**config.mk**
```make
export PLATFORM = sky130hd
export DESIGN_NAME = rx_pause_frame_filter_stats
export DESIGN_NICKNAME = d
export VERILOG_FILES = /design/src/logic/rx_pause_pkg.sv /design/src/logic/rx_field_grab.sv /design/src/logic/rx_pause_match.sv /design/src/logic/rx_pause_frame_filter_stats.sv
export SDC_FILE = /design/constraint.sdc
export NUM_CORES = 1
export LEC_CHECK = 0
export BUFFER_PORTS_ARGS = -buffer_cell sky130_fd_sc_hd__buf_2
export CORE_MARGIN = 2
export CORE_UTILIZATION = 40
export CTS_CLUSTER_SIZE = 25
export DETAILED_ROUTE_END_ITERATION = 16
export PLACE_DENSITY = 0.71
export SETUP_SLACK_MARGIN = 0.3
export SYNTH_ARGS = -nofsm -noshare
export SYNTH_HDL_FRONTEND = slang
export SYNTH_SLANG_ARGS = --single-unit
export TNS_END_PERCENT = 1
```
**constraint.sdc**
```tcl
create_clock -name I_CORE_CLK -period 3.86 [get_ports I_CORE_CLK]
set_input_delay 0.579 -clock I_CORE_CLK [delete_from_list [all_inputs] [get_ports I_CORE_CLK]]
set_output_delay 0.579 -clock I_CORE_CLK [all_outputs]
set_load 0.1 [all_outputs]
```
**src/logic/rx_pause_pkg.sv**
```systemverilog
// constants shared by the receive pause filter and its helpers
// assumes a byte-wide receive stream with the frame check sequence removed
package rx_pause_pkg;
	// byte offsets of frame fields, counted from the first destination byte
	localparam int DA_OFF = 0;
	localparam int SA_OFF = 6;
	localparam int TYPE_OFF = 12;
	localparam int OP_OFF = 14;
	localparam int ARG_OFF = 16;
	localparam int QUANTA_OFF = 18;
	localparam int ADDR_BYTES = 6;
	localparam int FIELD_BYTES = 2;

	// widths, counts and bit positions
	localparam int CNT_W = 16;
	localparam int QUANTA_W = 16;
	localparam int NUM_VALID = 9;
	localparam int GLOB_IDX = 8;
	localparam int MCAST_BIT = 40;

	// fixed field values
	localparam logic [15:0] VLAN_TPID = 16'h8100;
	localparam logic [15:0] GLOB_OPCODE_NOM = 16'h0001;
	localparam logic [15:0] PRIO_OPCODE_NOM = 16'h0101;
	localparam logic [15:0] LEN_TYPE_SPLIT = 16'h0600;
	localparam logic [47:0] BCAST_ADDR = 48'hffffffffffff;

	// length bounds in bytes
	localparam logic [15:0] HDR_BYTES = 16'h000e;
	localparam logic [15:0] MIN_PAYLOAD = 16'h002e;
	localparam logic [15:0] MIN_GLOB_BYTES = 16'h0012;
	localparam logic [15:0] MIN_PRIO_BYTES = 16'h0022;

	// frame tracking states, one-hot
	typedef enum logic [2:0] {
		ST_IDLE = 3'h1,
		ST_FRAME = 3'h2,
		ST_EVAL = 3'h4
	} frame_state_e;
endpackage

```
**src/logic/rx_field_grab.sv**
```systemverilog
// captures a fixed run of bytes of the receive stream into a register
// assumes the caller supplies the byte position of the current beat
module rx_field_grab import rx_pause_pkg::*; #(
	parameter int OFFSET = 0,
	parameter int BYTES = 2
) (
	// clock and reset
	input wire logic i_clk,
	input wire logic i_rstn,
	// byte stream
	input wire logic i_take,
	input wire logic [CNT_W-1:0] i_pos,
	input wire logic [7:0] i_data,
	// captured field, first byte in the upper bits
	output logic [BYTES*8-1:0] o_value
);
	localparam logic [CNT_W-1:0] FIRST = CNT_W'(OFFSET);
	localparam logic [CNT_W-1:0] LAST = CNT_W'(OFFSET + BYTES);

	// shifting needs at least two bytes of room
	if (BYTES < 2 || OFFSET < 0) begin : g_bad
		$error("rx_field_grab: BYTES must be 2 or more");
	end

	wire logic in_span = i_take && (i_pos >= FIRST) && (i_pos < LAST);

	// network order: earlier bytes end up more significant
	always_ff @(posedge i_clk or negedge i_rstn) begin
		if (!i_rstn) begin
			o_value <= '0;
		end else if (in_span) begin
			o_value <= {o_value[BYTES*8-9:0], i_data};
		end
	end
endmodule

```
**src/logic/rx_pause_match.sv**
```systemverilog
// qualifies a pause candidate against the configured address, type, opcode
// assumes all fields are stable while the result is read
module rx_pause_match (
	// check enables
	input wire logic i_mc_chk_en,
	input wire logic i_uc_chk_en,
	input wire logic i_src_chk_en,
	input wire logic i_type_chk_en,
	input wire logic i_op_chk_en,
	// configured values
	input wire logic [47:0] i_mc_addr,
	input wire logic [47:0] i_uc_addr,
	input wire logic [47:0] i_src_addr,
	input wire logic [15:0] i_type,
	input wire logic [15:0] i_opcode,
	// frame fields
	input wire logic [47:0] i_frame_da,
	input wire logic [47:0] i_frame_sa,
	input wire logic [15:0] i_frame_type,
	input wire logic [15:0] i_frame_op,
	// all enabled checks passed
	output logic o_pass
);
	// a disabled check always passes
	wire logic mc_ok = !i_mc_chk_en || (i_frame_da == i_mc_addr);
	wire logic uc_ok = !i_uc_chk_en || (i_frame_da == i_uc_addr);
	wire logic sa_ok = !i_src_chk_en || (i_frame_sa == i_src_addr);
	wire logic ty_ok = !i_type_chk_en || (i_frame_type == i_type);
	wire logic op_ok = !i_op_chk_en || (i_frame_op == i_opcode);

	assign o_pass = mc_ok && uc_ok && sa_ok && ty_ok && op_ok;
endmodule

```
**src/logic/rx_pause_frame_filter_stats.sv**
```systemverilog
// receive pause qualification and per-packet statistics pulses
// assumes a byte stream in the receive clock domain, FCS already stripped,
// with the FCS verdict valid on the last beat of each frame
// How it works
// - global multicast check on: destination must equal multicast pause address.
// - global unicast check on: destination must equal unicast pause address.
// - global source check on: source must equal configured pause source.
// - global type check on: ethertype must equal configured global value.
// - global opcode check on: opcode must equal configured global value.
// - priority pause frames are handled only while priority enable is high.
// - priority multicast check on: destination equals multicast pause address.
// - priority unicast check on: destination equals unicast pause address.
// - priority source check on: source equals configured pause source.
// - priority type check on: ethertype equals configured priority value.
// - priority opcode check on: opcode equals configured priority value.
// - pulse once per good unicast packet.
// - pulse once per good multicast packet other than broadcast.
// - pulse once per good broadcast packet.
// - pulse once per good VLAN tagged packet.
// - pulse once per global pause packet with good FCS.
// - pulse once per priority pause packet with good FCS.
// - pulse once per good-FCS packet whose length field is wrong.
// - accepted pause sets its valid bit; global pause uses bit 8.
// - sixteen-bit quanta per priority, global quanta in entry 8.
// - accepted pause raises its request bit until the user marks it done.
module rx_pause_frame_filter_stats import rx_pause_pkg::*; #(
	parameter int NUM_PRIO = 8
) (
	// clock and reset
	input wire logic I_CORE_CLK,
	input wire logic I_RSTN,
	// receive byte stream
	input wire logic I_RX_VALID,
	input wire logic [7:0] I_RX_DATA,
	input wire logic I_RX_SOP,
	input wire logic I_RX_EOP,
	input wire logic I_RX_FCS_OK,
	// global pause qualification
	input wire logic I_GLOB_PAUSE_MC_CHK_EN,
	input wire logic I_GLOB_PAUSE_UC_CHK_EN,
	input wire logic I_GLOB_PAUSE_SRC_CHK_EN,
	input wire logic I_GLOB_PAUSE_TYPE_CHK_EN,
	input wire logic [15:0] I_GLOB_PAUSE_TYPE,
	input wire logic I_GLOB_PAUSE_OP_CHK_EN,
	input wire logic [15:0] I_GLOB_PAUSE_OPCODE,
	// priority pause qualification
	input wire logic I_PRIO_PAUSE_EN,
	input wire logic I_PRIO_PAUSE_MC_CHK_EN,
	input wire logic I_PRIO_PAUSE_UC_CHK_EN,
	input wire logic I_PRIO_PAUSE_SRC_CHK_EN,
	input wire logic I_PRIO_PAUSE_TYPE_CHK_EN,
	input wire logic [15:0] I_PRIO_PAUSE_TYPE,
	input wire logic I_PRIO_PAUSE_OP_CHK_EN,
	input wire logic [15:0] I_PRIO_PAUSE_OPCODE,
	// pause addresses
	input wire logic [47:0] I_PAUSE_UC_DEST_ADDR,
	input wire logic [47:0] I_PAUSE_MC_DEST_ADDR,
	input wire logic [47:0] I_PAUSE_SRC_ADDR,
	// pause request release
	input wire logic [NUM_VALID-1:0] I_PAUSE_DONE,
	// statistics pulses
	output logic O_STAT_UNICAST,
	output logic O_STAT_MULTICAST,
	output logic O_STAT_BROADCAST,
	output logic O_STAT_VLAN,
	output logic O_STAT_GLOB_PAUSE,
	output logic O_STAT_PRIO_PAUSE,
	output logic O_STAT_LEN_ERR,
	// pause results
	output logic [NUM_VALID-1:0] O_PAUSE_VALID,
	output logic [NUM_VALID-1:0][QUANTA_W-1:0] O_PAUSE_QUANTA_PRIO,
	output logic [NUM_VALID-1:0] O_PAUSE_REQ
);
	// the frame layout carries at most eight priority classes
	if (NUM_PRIO < 1 || NUM_PRIO > GLOB_IDX) begin : g_bad_prio
		$error("NUM_PRIO must lie between 1 and 8");
	end

	frame_state_e state;
	frame_state_e next_state;

	logic [CNT_W-1:0] byte_cnt;
	logic [CNT_W-1:0] frame_len;
	logic fcs_ok;

	// captured fields
	logic [47:0] f_da;
	logic [47:0] f_sa;
	logic [15:0] f_type;
	logic [15:0] f_op;
	logic [15:0] f_arg;
	logic [GLOB_IDX-1:0][QUANTA_W-1:0] f_quanta;

	// position of the current beat; a start beat always restarts at zero
	wire logic [CNT_W-1:0] cur_pos = I_RX_SOP ? '0 : byte_cnt;
	wire logic in_frame = I_RX_SOP || (state == ST_FRAME);
	wire logic take = I_RX_VALID && in_frame;
	wire logic last_beat = take && I_RX_EOP;
	wire logic cnt_full = &cur_pos;
	wire logic [CNT_W-1:0] pos_inc = cnt_full ? cur_pos : cur_pos + 1'b1;

	// frame tracking: idle, inside a frame, one cycle of evaluation
	always_comb begin
		next_state = state;
		case (state)
			ST_IDLE: begin
				if (take) begin
					next_state = I_RX_EOP ? ST_EVAL : ST_FRAME;
				end
			end
			ST_FRAME: begin
				if (last_beat) begin
					next_state = ST_EVAL;
				end
			end
			ST_EVAL: begin
				// back to back frames may start during evaluation
				if (take) begin
					next_state = I_RX_EOP ? ST_EVAL : ST_FRAME;
				end else begin
					next_state = ST_IDLE;
				end
			end
			default: begin
				next_state = ST_IDLE;
			end
		endcase
	end

	always_ff @(posedge I_CORE_CLK or negedge I_RSTN) begin
		if (!I_RSTN) begin
			state <= ST_IDLE;
		end else begin
			state <= next_state;
		end
	end

	// byte counter saturates so giant frames cannot wrap into a header
	always_ff @(posedge I_CORE_CLK or negedge I_RSTN) begin
		if (!I_RSTN) begin
			byte_cnt <= '0;
		end else if (take) begin
			byte_cnt <= pos_inc;
		end
	end

	// length and FCS verdict held for the evaluation cycle
	always_ff @(posedge I_CORE_CLK or negedge I_RSTN) begin
		if (!I_RSTN) begin
			frame_len <= '0;
			fcs_ok <= 1'b0;
		end else if (last_beat) begin
			frame_len <= pos_inc;
			fcs_ok <= I_RX_FCS_OK;
		end
	end

	// header field capture
	rx_field_grab #(.OFFSET(DA_OFF), .BYTES(ADDR_BYTES)) u_grab_da (
		.i_clk(I_CORE_CLK),
		.i_rstn(I_RSTN),
		.i_take(take),
		.i_pos(cur_pos),
		.i_data(I_RX_DATA),
		.o_value(f_da)
	);

	rx_field_grab #(.OFFSET(SA_OFF), .BYTES(ADDR_BYTES)) u_grab_sa (
		.i_clk(I_CORE_CLK),
		.i_rstn(I_RSTN),
		.i_take(take),
		.i_pos(cur_pos),
		.i_data(I_RX_DATA),
		.o_value(f_sa)
	);

	rx_field_grab #(.OFFSET(TYPE_OFF), .BYTES(FIELD_BYTES)) u_grab_type (
		.i_clk(I_CORE_CLK),
		.i_rstn(I_RSTN),
		.i_take(take),
		.i_pos(cur_pos),
		.i_data(I_RX_DATA),
		.o_value(f_type)
	);

	rx_field_grab #(.OFFSET(OP_OFF), .BYTES(FIELD_BYTES)) u_grab_op (
		.i_clk(I_CORE_CLK),
		.i_rstn(I_RSTN),
		.i_take(take),
		.i_pos(cur_pos),
		.i_data(I_RX_DATA),
		.o_value(f_op)
	);

	// global quanta or priority class vector share this field
	rx_field_grab #(.OFFSET(ARG_OFF), .BYTES(FIELD_BYTES)) u_grab_arg (
		.i_clk(I_CORE_CLK),
		.i_rstn(I_RSTN),
		.i_take(take),
		.i_pos(cur_pos),
		.i_data(I_RX_DATA),
		.o_value(f_arg)
	);

	// per-priority quanta; all eight slots exist in the frame regardless
	for (genvar p = 0; p < GLOB_IDX; p++) begin : g_quanta
		rx_field_grab #(
			.OFFSET(QUANTA_OFF + p * FIELD_BYTES),
			.BYTES(FIELD_BYTES)
		) u_grab_q (
			.i_clk(I_CORE_CLK),
			.i_rstn(I_RSTN),
			.i_take(take),
			.i_pos(cur_pos),
			.i_data(I_RX_DATA),
			.o_value(f_quanta[p])
		);
	end

	// frame classification, read only in the evaluation cycle
	wire logic da_mcast = f_da[MCAST_BIT];
	wire logic da_bcast = (f_da == BCAST_ADDR);
	wire logic is_vlan = (f_type == VLAN_TPID);
	wire logic is_glob = (f_op == GLOB_OPCODE_NOM) &&
		(frame_len >= MIN_GLOB_BYTES);
	wire logic is_prio = (f_op == PRIO_OPCODE_NOM) &&
		(frame_len >= MIN_PRIO_BYTES);

	// length field check; short payloads may carry padding
	wire logic is_len = (f_type < LEN_TYPE_SPLIT);
	wire logic [CNT_W-1:0] payload = (frame_len > HDR_BYTES) ?
		frame_len - HDR_BYTES : '0;
	wire logic len_bad = is_len && ((f_type > payload) ||
		((payload > MIN_PAYLOAD) && (f_type != payload)));

	logic glob_pass;
	logic prio_pass;

	rx_pause_match u_glob_match (
		.i_mc_chk_en(I_GLOB_PAUSE_MC_CHK_EN),
		.i_uc_chk_en(I_GLOB_PAUSE_UC_CHK_EN),
		.i_src_chk_en(I_GLOB_PAUSE_SRC_CHK_EN),
		.i_type_chk_en(I_GLOB_PAUSE_TYPE_CHK_EN),
		.i_op_chk_en(I_GLOB_PAUSE_OP_CHK_EN),
		.i_mc_addr(I_PAUSE_MC_DEST_ADDR),
		.i_uc_addr(I_PAUSE_UC_DEST_ADDR),
		.i_src_addr(I_PAUSE_SRC_ADDR),
		.i_type(I_GLOB_PAUSE_TYPE),
		.i_opcode(I_GLOB_PAUSE_OPCODE),
		.i_frame_da(f_da),
		.i_frame_sa(f_sa),
		.i_frame_type(f_type),
		.i_frame_op(f_op),
		.o_pass(glob_pass)
	);

	rx_pause_match u_prio_match (
		.i_mc_chk_en(I_PRIO_PAUSE_MC_CHK_EN),
		.i_uc_chk_en(I_PRIO_PAUSE_UC_CHK_EN),
		.i_src_chk_en(I_PRIO_PAUSE_SRC_CHK_EN),
		.i_type_chk_en(I_PRIO_PAUSE_TYPE_CHK_EN),
		.i_op_chk_en(I_PRIO_PAUSE_OP_CHK_EN),
		.i_mc_addr(I_PAUSE_MC_DEST_ADDR),
		.i_uc_addr(I_PAUSE_UC_DEST_ADDR),
		.i_src_addr(I_PAUSE_SRC_ADDR),
		.i_type(I_PRIO_PAUSE_TYPE),
		.i_opcode(I_PRIO_PAUSE_OPCODE),
		.i_frame_da(f_da),
		.i_frame_sa(f_sa),
		.i_frame_type(f_type),
		.i_frame_op(f_op),
		.o_pass(prio_pass)
	);

	// acceptance only on the evaluation cycle with a good FCS
	wire logic eval_good = (state == ST_EVAL) && fcs_ok;
	wire logic glob_accept = eval_good && is_glob && glob_pass;
	wire logic prio_seen = eval_good && is_prio && I_PRIO_PAUSE_EN;
	wire logic prio_accept = prio_seen && prio_pass;

	// which valid bits a pause sets: bit 8 global, class vector otherwise
	logic [NUM_VALID-1:0] set_mask;
	always_comb begin
		set_mask = '0;
		for (int p = 0; p < NUM_PRIO; p++) begin
			set_mask[p] = prio_accept && f_arg[p];
		end
		set_mask[GLOB_IDX] = glob_accept;
	end

	// statistics pulses last exactly the one cycle after evaluation
	always_ff @(posedge I_CORE_CLK or negedge I_RSTN) begin
		if (!I_RSTN) begin
			O_STAT_UNICAST <= 1'b0;
			O_STAT_MULTICAST <= 1'b0;
			O_STAT_BROADCAST <= 1'b0;
			O_STAT_VLAN <= 1'b0;
			O_STAT_GLOB_PAUSE <= 1'b0;
			O_STAT_PRIO_PAUSE <= 1'b0;
			O_STAT_LEN_ERR <= 1'b0;
		end else begin
			O_STAT_UNICAST <= eval_good && !da_mcast;
			O_STAT_MULTICAST <= eval_good && da_mcast && !da_bcast;
			O_STAT_BROADCAST <= eval_good && da_bcast;
			O_STAT_VLAN <= eval_good && is_vlan;
			O_STAT_GLOB_PAUSE <= eval_good && is_glob;
			O_STAT_PRIO_PAUSE <= prio_seen;
			O_STAT_LEN_ERR <= eval_good && len_bad;
		end
	end

	// valid pulses once per accepted pause, quanta hold until replaced
	always_ff @(posedge I_CORE_CLK or negedge I_RSTN) begin
		if (!I_RSTN) begin
			O_PAUSE_VALID <= '0;
		end else begin
			O_PAUSE_VALID <= set_mask;
		end
	end

	for (genvar p = 0; p < NUM_VALID; p++) begin : g_out
		// global quanta reuse the argument field, others their own slot
		wire logic [QUANTA_W-1:0] new_q = (p == GLOB_IDX) ? f_arg :
			f_quanta[p % GLOB_IDX];

		always_ff @(posedge I_CORE_CLK or negedge I_RSTN) begin
			if (!I_RSTN) begin
				O_PAUSE_QUANTA_PRIO[p] <= '0;
			end else if (set_mask[p]) begin
				O_PAUSE_QUANTA_PRIO[p] <= new_q;
			end
		end

		// a new pause wins over a release in the same cycle
		always_ff @(posedge I_CORE_CLK or negedge I_RSTN) begin
			if (!I_RSTN) begin
				O_PAUSE_REQ[p] <= 1'b0;
			end else if (set_mask[p]) begin
				O_PAUSE_REQ[p] <= 1'b1;
			end else if (I_PAUSE_DONE[p]) begin
				O_PAUSE_REQ[p] <= 1'b0;
			end
		end
	end
endmodule

```
# Yosys cells after proc, flatten, opt, wreduce, memory -nomap -nowiden
# Cells that the tools add are included.
# word_totals
ff_bits,477
latch_bits,0
ram_bits,0
rom_bits,0
word_cells,215
mem_count,0
# op_classes
add_sub_neg,2
n_mul,0
div_mod_pow,0
n_lt_le_gt_ge,32
n_eq_ne,17
n_shift,0
muxes,26
n_bitwise,0
reduce_logical,95
# ops
cell,count
48-bit == test,3
"16-bit by 5-bit >= comparator with 1-bit output, second input constant",9
"16-bit by 5-bit less-than comparator with 1-bit output, second input constant",8
16-bit == test,4
1-bit logical AND,60
"48-bit == test, second input constant",1
16-bit 2-to-1 mux,3
"16-bit by 4-bit >= comparator with 1-bit output, second input constant",2
"16-bit by 6-bit >= comparator with 1-bit output, second input constant",2
"16-bit by 4-bit less-than comparator with 1-bit output, second input constant",2
"16-bit by 6-bit less-than comparator with 1-bit output, second input constant",2
1-bit 2-to-1 mux,18
2-bit nonzero test,9
"16-bit by 1-bit adder with 16-bit output, second input constant",1
"16-bit by 1-bit == test with 1-bit output, second input constant",1
"16-bit == test, second input constant",1
"16-bit by 9-bit == test with 1-bit output, second input constant",1
"16-bit by 1-bit >= comparator with 1-bit output, second input constant",1
"16-bit by 3-bit >= comparator with 1-bit output, second input constant",1
16-bit > comparator,1
"16-bit by 4-bit > comparator with 1-bit output, second input constant",1
"16-bit by 6-bit > comparator with 1-bit output, second input constant",1
"16-bit by 11-bit less-than comparator with 1-bit output, second input constant",1
"16-bit by 3-bit less-than comparator with 1-bit output, second input constant",1
other kinds (13),38

# Logic depth before layout (Yosys ltp)
# logic_depth
depth_word,9
depth_mapped,15

# Hierarchy
# Synthesis repeated with hierarchy kept, for this count alone.
# hier_totals
cells_unflattened,1837
hier_area_um2,25275.5
# modules_own_cells
module,n_inst,cells_per_inst,area_each_um2,seq_area_each_um2
rx_pause_frame_filter_stats,1,731,9587.9,5131.2
rx_pause_match,2,236,1924.3,0.0
rx_field_grab (g_quanta[2].u_grab_q ...),3,38,745.7,400.4
rx_field_grab (g_quanta[0].u_grab_q ...),3,38,734.5,400.4
rx_field_grab (u_grab_da),1,106,1898.1,1201.2
rx_field_grab (u_grab_sa),1,110,1835.5,1201.2
rx_field_grab (g_quanta[1].u_grab_q ...),2,38,743.2,400.4
rx_field_grab (g_quanta[7].u_grab_q ...),2,38,723.2,400.4
rx_field_grab (g_quanta[5].u_grab_q),1,38,732.0,400.4

# Worst setup path before layout
# OpenSTA, ideal clock, no wires.
# synth_timing
kind,input -> register
from,input port I_RX_SOP
to,register byte_cnt[4]
arrival_ps,2896
setup_slack_ps,830
stages,10
n_path_buf,2
cell_sequence,clkbuf_1 clkbuf_1 nor2b_1 ha_1 nand4_1 nor4_1 nand2_1 nand4_1 mux2i_1 o21ai_0
# synth_via
elab_chain_len,3
elab_cells_between_ends,6
classes_between,add/sub (1); mux (2); reduce/logical (3)
# synth_lines
item,line_no,text
from (decl),rx_pause_frame_filter_stats.sv:35,"input wire logic I_RX_SOP,"
16-bit 2-to-1 mux,rx_pause_frame_filter_stats.sv:95,wire logic [CNT_W-1:0] cur_pos = I_RX_SOP ? '0 : byte_cnt;
16-bit by 1-bit adder with 16-bit output or 16-bit AND reduction (tied branches),"rx_pause_frame_filter_stats.sv:100, rx_pause_frame_filter_stats.sv:99",
16-bit 2-to-1 mux,rx_pause_frame_filter_stats.sv:100,wire logic [CNT_W-1:0] pos_inc = cnt_full ? cur_pos : cur_pos + 1'b1;
to (signal assigned),rx_pause_frame_filter_stats.sv:143,byte_cnt <= pos_inc;
to (decl),rx_pause_frame_filter_stats.sv:82,logic [CNT_W-1:0] byte_cnt;
# Several ways; a longest one is shown, not always the timed one.
# A chain may end at the register's enable or synchronous reset.

# Worst setup path in the final report
# layout_timing
from,register u_grab_da.o_value[3]
to,register O_PAUSE_QUANTA_PRIO[12] (netlist name)
# layout_via
elab_chain_len,8
elab_cells_between_ends,10
classes_between,eq/ne (2); reduce/logical (8)
# layout_lines
item,line_no,text
from (decl),rx_field_grab.sv:15,output logic [BYTES*8-1:0] o_value
from (signal assigned),rx_field_grab.sv:32,"o_value <= {o_value[BYTES*8-9:0], i_data};"
"48-bit == test, on equally long branches","rx_pause_match.sv:25, rx_pause_match.sv:26",
"1-bit logical OR, on equally long branches","rx_pause_match.sv:25, rx_pause_match.sv:26",
1-bit logical AND * (4 in a row),rx_pause_match.sv:31,assign o_pass = mc_ok && uc_ok && sa_ok && ty_ok && op_ok;
1-bit logical AND *,rx_pause_frame_filter_stats.sv:279,wire logic prio_accept = prio_seen && prio_pass;
1-bit logical AND *,rx_pause_frame_filter_stats.sv:286,set_mask[p] = prio_accept && f_arg[p];
"to (signal, indexed assignment)",rx_pause_frame_filter_stats.sv:330,O_PAUSE_QUANTA_PRIO[p] <= new_q;
to (decl),rx_pause_frame_filter_stats.sv:71,"output logic [NUM_VALID-1:0][QUANTA_W-1:0] O_PAUSE_QUANTA_PRIO,"
# Every way passes the cells marked *; elsewhere a longest branch is shown, timed or not.

==> flow_metrics.env <==
export IMPL_hold_path_class="in -> async"
export IMPL_area_growth_pct=21.6
export IMPL_path_class="reg -> reg"
export IMPL_fp_dieW_um=238
export IMPL_grt_busiest_layer="met2"
export IMPL_cts_tree="built"
export IMPL_post_cts_buffers=0
export IMPL_htreeDepth=2
export IMPL_met1_usage_pct=28.6
export IMPL_cts_buffer_depth=3
export IMPL_relSlewSlack_pct=35.3
export IMPL_crit_fanout=17
export IMPL_viasPerCell=5.26
export IMPL_fin_tns_setup_ns=0
export IMPL_critPathLaunchType="flip-flop"
export IMPL_swShare_pct=27.7
export IMPL_fp_coreArea_um2=53900
export IMPL_grt_overflow=0
export IMPL_first_pass_iters=6
export IMPL_p_clk_share_pct=38.3
export IMPL_drc_errors=0
export IMPL_grt_pass1_vias=15500
export IMPL_cts_buffers=51
export IMPL_fill_cells=4732
export IMPL_wl_per_cell_um=23.0
export IMPL_setup_slack_ns=0.612
export IMPL_hold_viol_final=0
export IMPL_fmax_mhz=308
export IMPL_path_cells="xnor2_1 > nand4_1 > nor4_1 > nand3_1 > o2bb2ai_2 > or4_1 > buf_4 > mux2_4"
export IMPL_final_setup_viol_count=0
export IMPL_status="finished clean"
export IMPL_gp_congestion=0.943
export IMPL_ys_seq_area_share_pct=54.7
export IMPL_synth_cell_types=60
export IMPL_netlist_instances=1643
export IMPL_min_period_over_period_pct=84.1
export IMPL_vias=14800
export IMPL_period_needed_ns=3.25
export IMPL_synth_edf_count=0
export IMPL_p_int_uw=9110
export IMPL_maxCapViolations=0
export IMPL_skew_ns=0.0267
export IMPL_die_h_um=238
export IMPL_dp_slack_ns=0.396
export IMPL_initial_core_util_pct=40.5
export IMPL_dieArea_um2=56400
export IMPL_yosys_most_used_dff="dfrtp_1"
export IMPL_crit_arrival_ns=3.70
export IMPL_clk_pin_slew_ns=0.06
export IMPL_async_reset_ff_share_pct=100
export IMPL_use_met3_pct=6.83
export IMPL_cts_repair_resized=0
export IMPL_use_met2_pct=38.4
export IMPL_wl_um=64700
export IMPL_dp_hpwl_um=48600
export IMPL_drtIter0Drc=736
export IMPL_io_pins=411
export IMPL_synth_seq_cells=477
export IMPL_numClockSinks=477
export IMPL_multi_input_area_um2=9490
export IMPL_antenna_found_initial=19
export IMPL_regArea_um2=11900
export IMPL_worst_path_max_delay_cell="or4_1"
export IMPL_cp_required_ns=4.31
export IMPL_yosysWarnings=0
export IMPL_fin_nets=2347
export IMPL_grt_start_max_net_pins=97
export IMPL_clockRootBuffer="clkbuf_16"
export IMPL_clk_latency_ns=0.59
export IMPL_portBuffers=410
export IMPL_syn_nets=1906
export IMPL_rsz0062_at_grt="false"
export IMPL_critPathCaptureType="flip-flop"
export IMPL_irDropWorstVdd_v=0.000367
export IMPL_critical_path_max_stage_delay_ns=0.61
export IMPL_ant_nets=0
export IMPL_grt_util_all_layers_pct=22.9
export IMPL_drive_gt1_share_pct=45.6
export IMPL_seqPwrFrac_pct=47.8
export IMPL_combPwrFrac_pct=14.0
export IMPL_hold_buffers=0
export IMPL_syn_cell_area_um2=21800
export IMPL_grt_pass1_wl_um=97100
export IMPL_rows=85
export IMPL_p_leak_uw=0.0135
export IMPL_p_switching_uw=3500
export IMPL_synth_area_per_cell_um2=13.3
export IMPL_slew_viol_final=0
export IMPL_worst_slew_pin_slew_ns=0.968
export IMPL_p_per_area_nw_per_um2=475
## cell usage in the layout (no fill, tap or decap), drive strengths merged, types with 5 or more instances in the layout
cell type,synthesis,routed
a21oi,18,18
nand2,71,71
ha,21,21
xor2,141,141
nor2b,8,8
clkinv,0,9
o21ai,38,38
o31ai,10,10
nor2,26,26
dfrtp,476,476
nor4,61,61
inv,19,21
nor3,19,19
a31oi,5,5
nand3,12,12
clkbuf,41,72
xnor2,92,92
a21o,7,7
or4,13,13
buf,31,460
mux2,418,418
nand4,48,48
mux2i,6,6
nand2b,10,10
## final timing paths
kind,startpoint,endpoint,slack [ns],cells past startpoint
hold reg to reg,g_quanta[5].u_grab_q.o_value[11]$_DFFE_PN0P_,O_PAUSE_QUANTA_PRIO[91]$_DFFE_PN0P_,0.48,1
hold / removal,I_RSTN,u_grab_da.o_value[40]$_DFFE_PN0P_,0.05,1
setup reg to reg,u_grab_da.o_value[3]$_DFFE_PN0P_,O_PAUSE_QUANTA_PRIO[12]$_DFFE_PN0P_,0.61,8
max in group asynchronous,I_RSTN,state[0]$_DFFE_PN1P_,2.80,2
min in group I_CORE_CLK,I_PAUSE_DONE[7],O_PAUSE_REQ[7]$_DFFE_PN0P_,0.18,2
setup / recovery,u_grab_da.o_value[3]$_DFFE_PN0P_,O_PAUSE_QUANTA_PRIO[12]$_DFFE_PN0P_,0.61,8
## cell type report
cell class	instances	share of cell area, %
sequential	477	45.0
multi-input combinational	1075	35.8
timing repair buffer	460	9.51
clock buffer	72	5.41
tap	696	3.28
clock inverter	16	0.759
inverter	19	0.269
antenna	1	0.00943
## per-stage QoR
| stage | std cells | total power, uW | util [%] | hold slack (ns) | area (um2) |
|---|---|---|---|---|---|
| floorplan | 1643 | 6900 | - | 0.283 | 21800 |
| global placement | 2727 | 7840 | 46.2 | 0.465 | 24900 |
| detailed placement | 2727 | 7880 | 46.2 | 0.470 | 24900 |
| CTS | 2815 | 12700 | 49.2 | 0.0876 | 26500 |
| global route | 2815 | 13100 | 49.2 | 0.0882 | 26500 |
| finish | 2816 | 12600 | 49.2 | 0.0495 | 26500 |
## power by group through the flow
stage	combinational [uW]	clock (uW)	sequential, uW
finish	1760	4820	6020
CTS	1780	4940	6020
global route	1920	5140	6060
detailed placement	1770	0	6110
floorplan	1100	0	5810
global placement	1750	0	6100
## sequential cells by signal, summed over array words and instances (netlist names), 3 cells and up
| register | count |
|---|---|
| u_grab_type.o_value | 16 |
| state | 3 |
| frame_len | 16 |
| u_grab_op.o_value | 16 |
| O_PAUSE_VALID | 9 |
| O_PAUSE_QUANTA_PRIO | 144 |
| byte_cnt | 16 |
| u_grab_sa.o_value | 48 |
| u_grab_arg.o_value | 16 |
| O_PAUSE_REQ | 9 |
| u_grab_da.o_value | 48 |
| g_quanta.u_grab_q.o_value | 128 |
## layer usage
| layer | wire [um] | up-vias | share of wire (%) |
|---|---|---|---|
| met5 | 178 | - | 0.27 |
| li1 | - | 6756 | - |
| met4 | 2010 | 24 | 3.1 |
| met1 | 26800 | 7416 | 41 |
| met3 | 4990 | 111 | 7.7 |
| met2 | 30700 | 504 | 47 |
## Yosys cell counts, types with 3 or more instances
library cell    n  area, um2
a21o_1          7       52.6
a21oi_1        18       90.1
a31oi_1         5       31.3
and2_1          4       25.0
and4_1          4       35.0
buf_2          26        130
buf_6           3       33.8
clkbuf_1       41        154
dfrtp_1       476      11900
ha_1           21        263
inv_1          19       71.3
mux2_2        399       4490
mux2_4         18        270
mux2i_1         6       60.1
nand2_1        71        267
nand2b_1       10       62.6
nand3_1        12       60.1
nand3b_1        4       30.0
nand4_1        48        300
nor2_1         26       97.6
nor2b_1         8       50.1
nor3_1         17       85.1
nor4_1         60        375
o21a_1          4       30.0
o21ai_0        36        180
o31ai_1        10       75.1
o41ai_1         3       26.3
or3_1           3       18.8
or4_1          13       97.6
xnor2_1        92        806
xor2_1        141       1230
## logic make-up after synthesis
group                    Yosys count  share of synthesized area, %
flip-flops                       477                          54.7
AO/OA/AOI/OAI                    100                          2.99
XOR/XNOR                         233                          9.35
AND/OR/NAND/NOR                  297                          7.61
adder cells (fa/ha/maj)           21                          1.20
multiplexers                     424                          22.2
buffers and inverters             91                          1.97
## worst max-delay path: cells and delay by family, from the launching register on
family | cells | cell delay [ns]
flip-flops | 1 | 0.48
AO/OA/AOI/OAI | 1 | 0.35
AND/OR/NAND/NOR | 4 | 1.35
XOR/XNOR | 1 | 0.37
multiplexers | 1 | 0.32
buffers and inverters | 1 | 0.24
No activity file was read; power rests on OpenSTA's default activity.
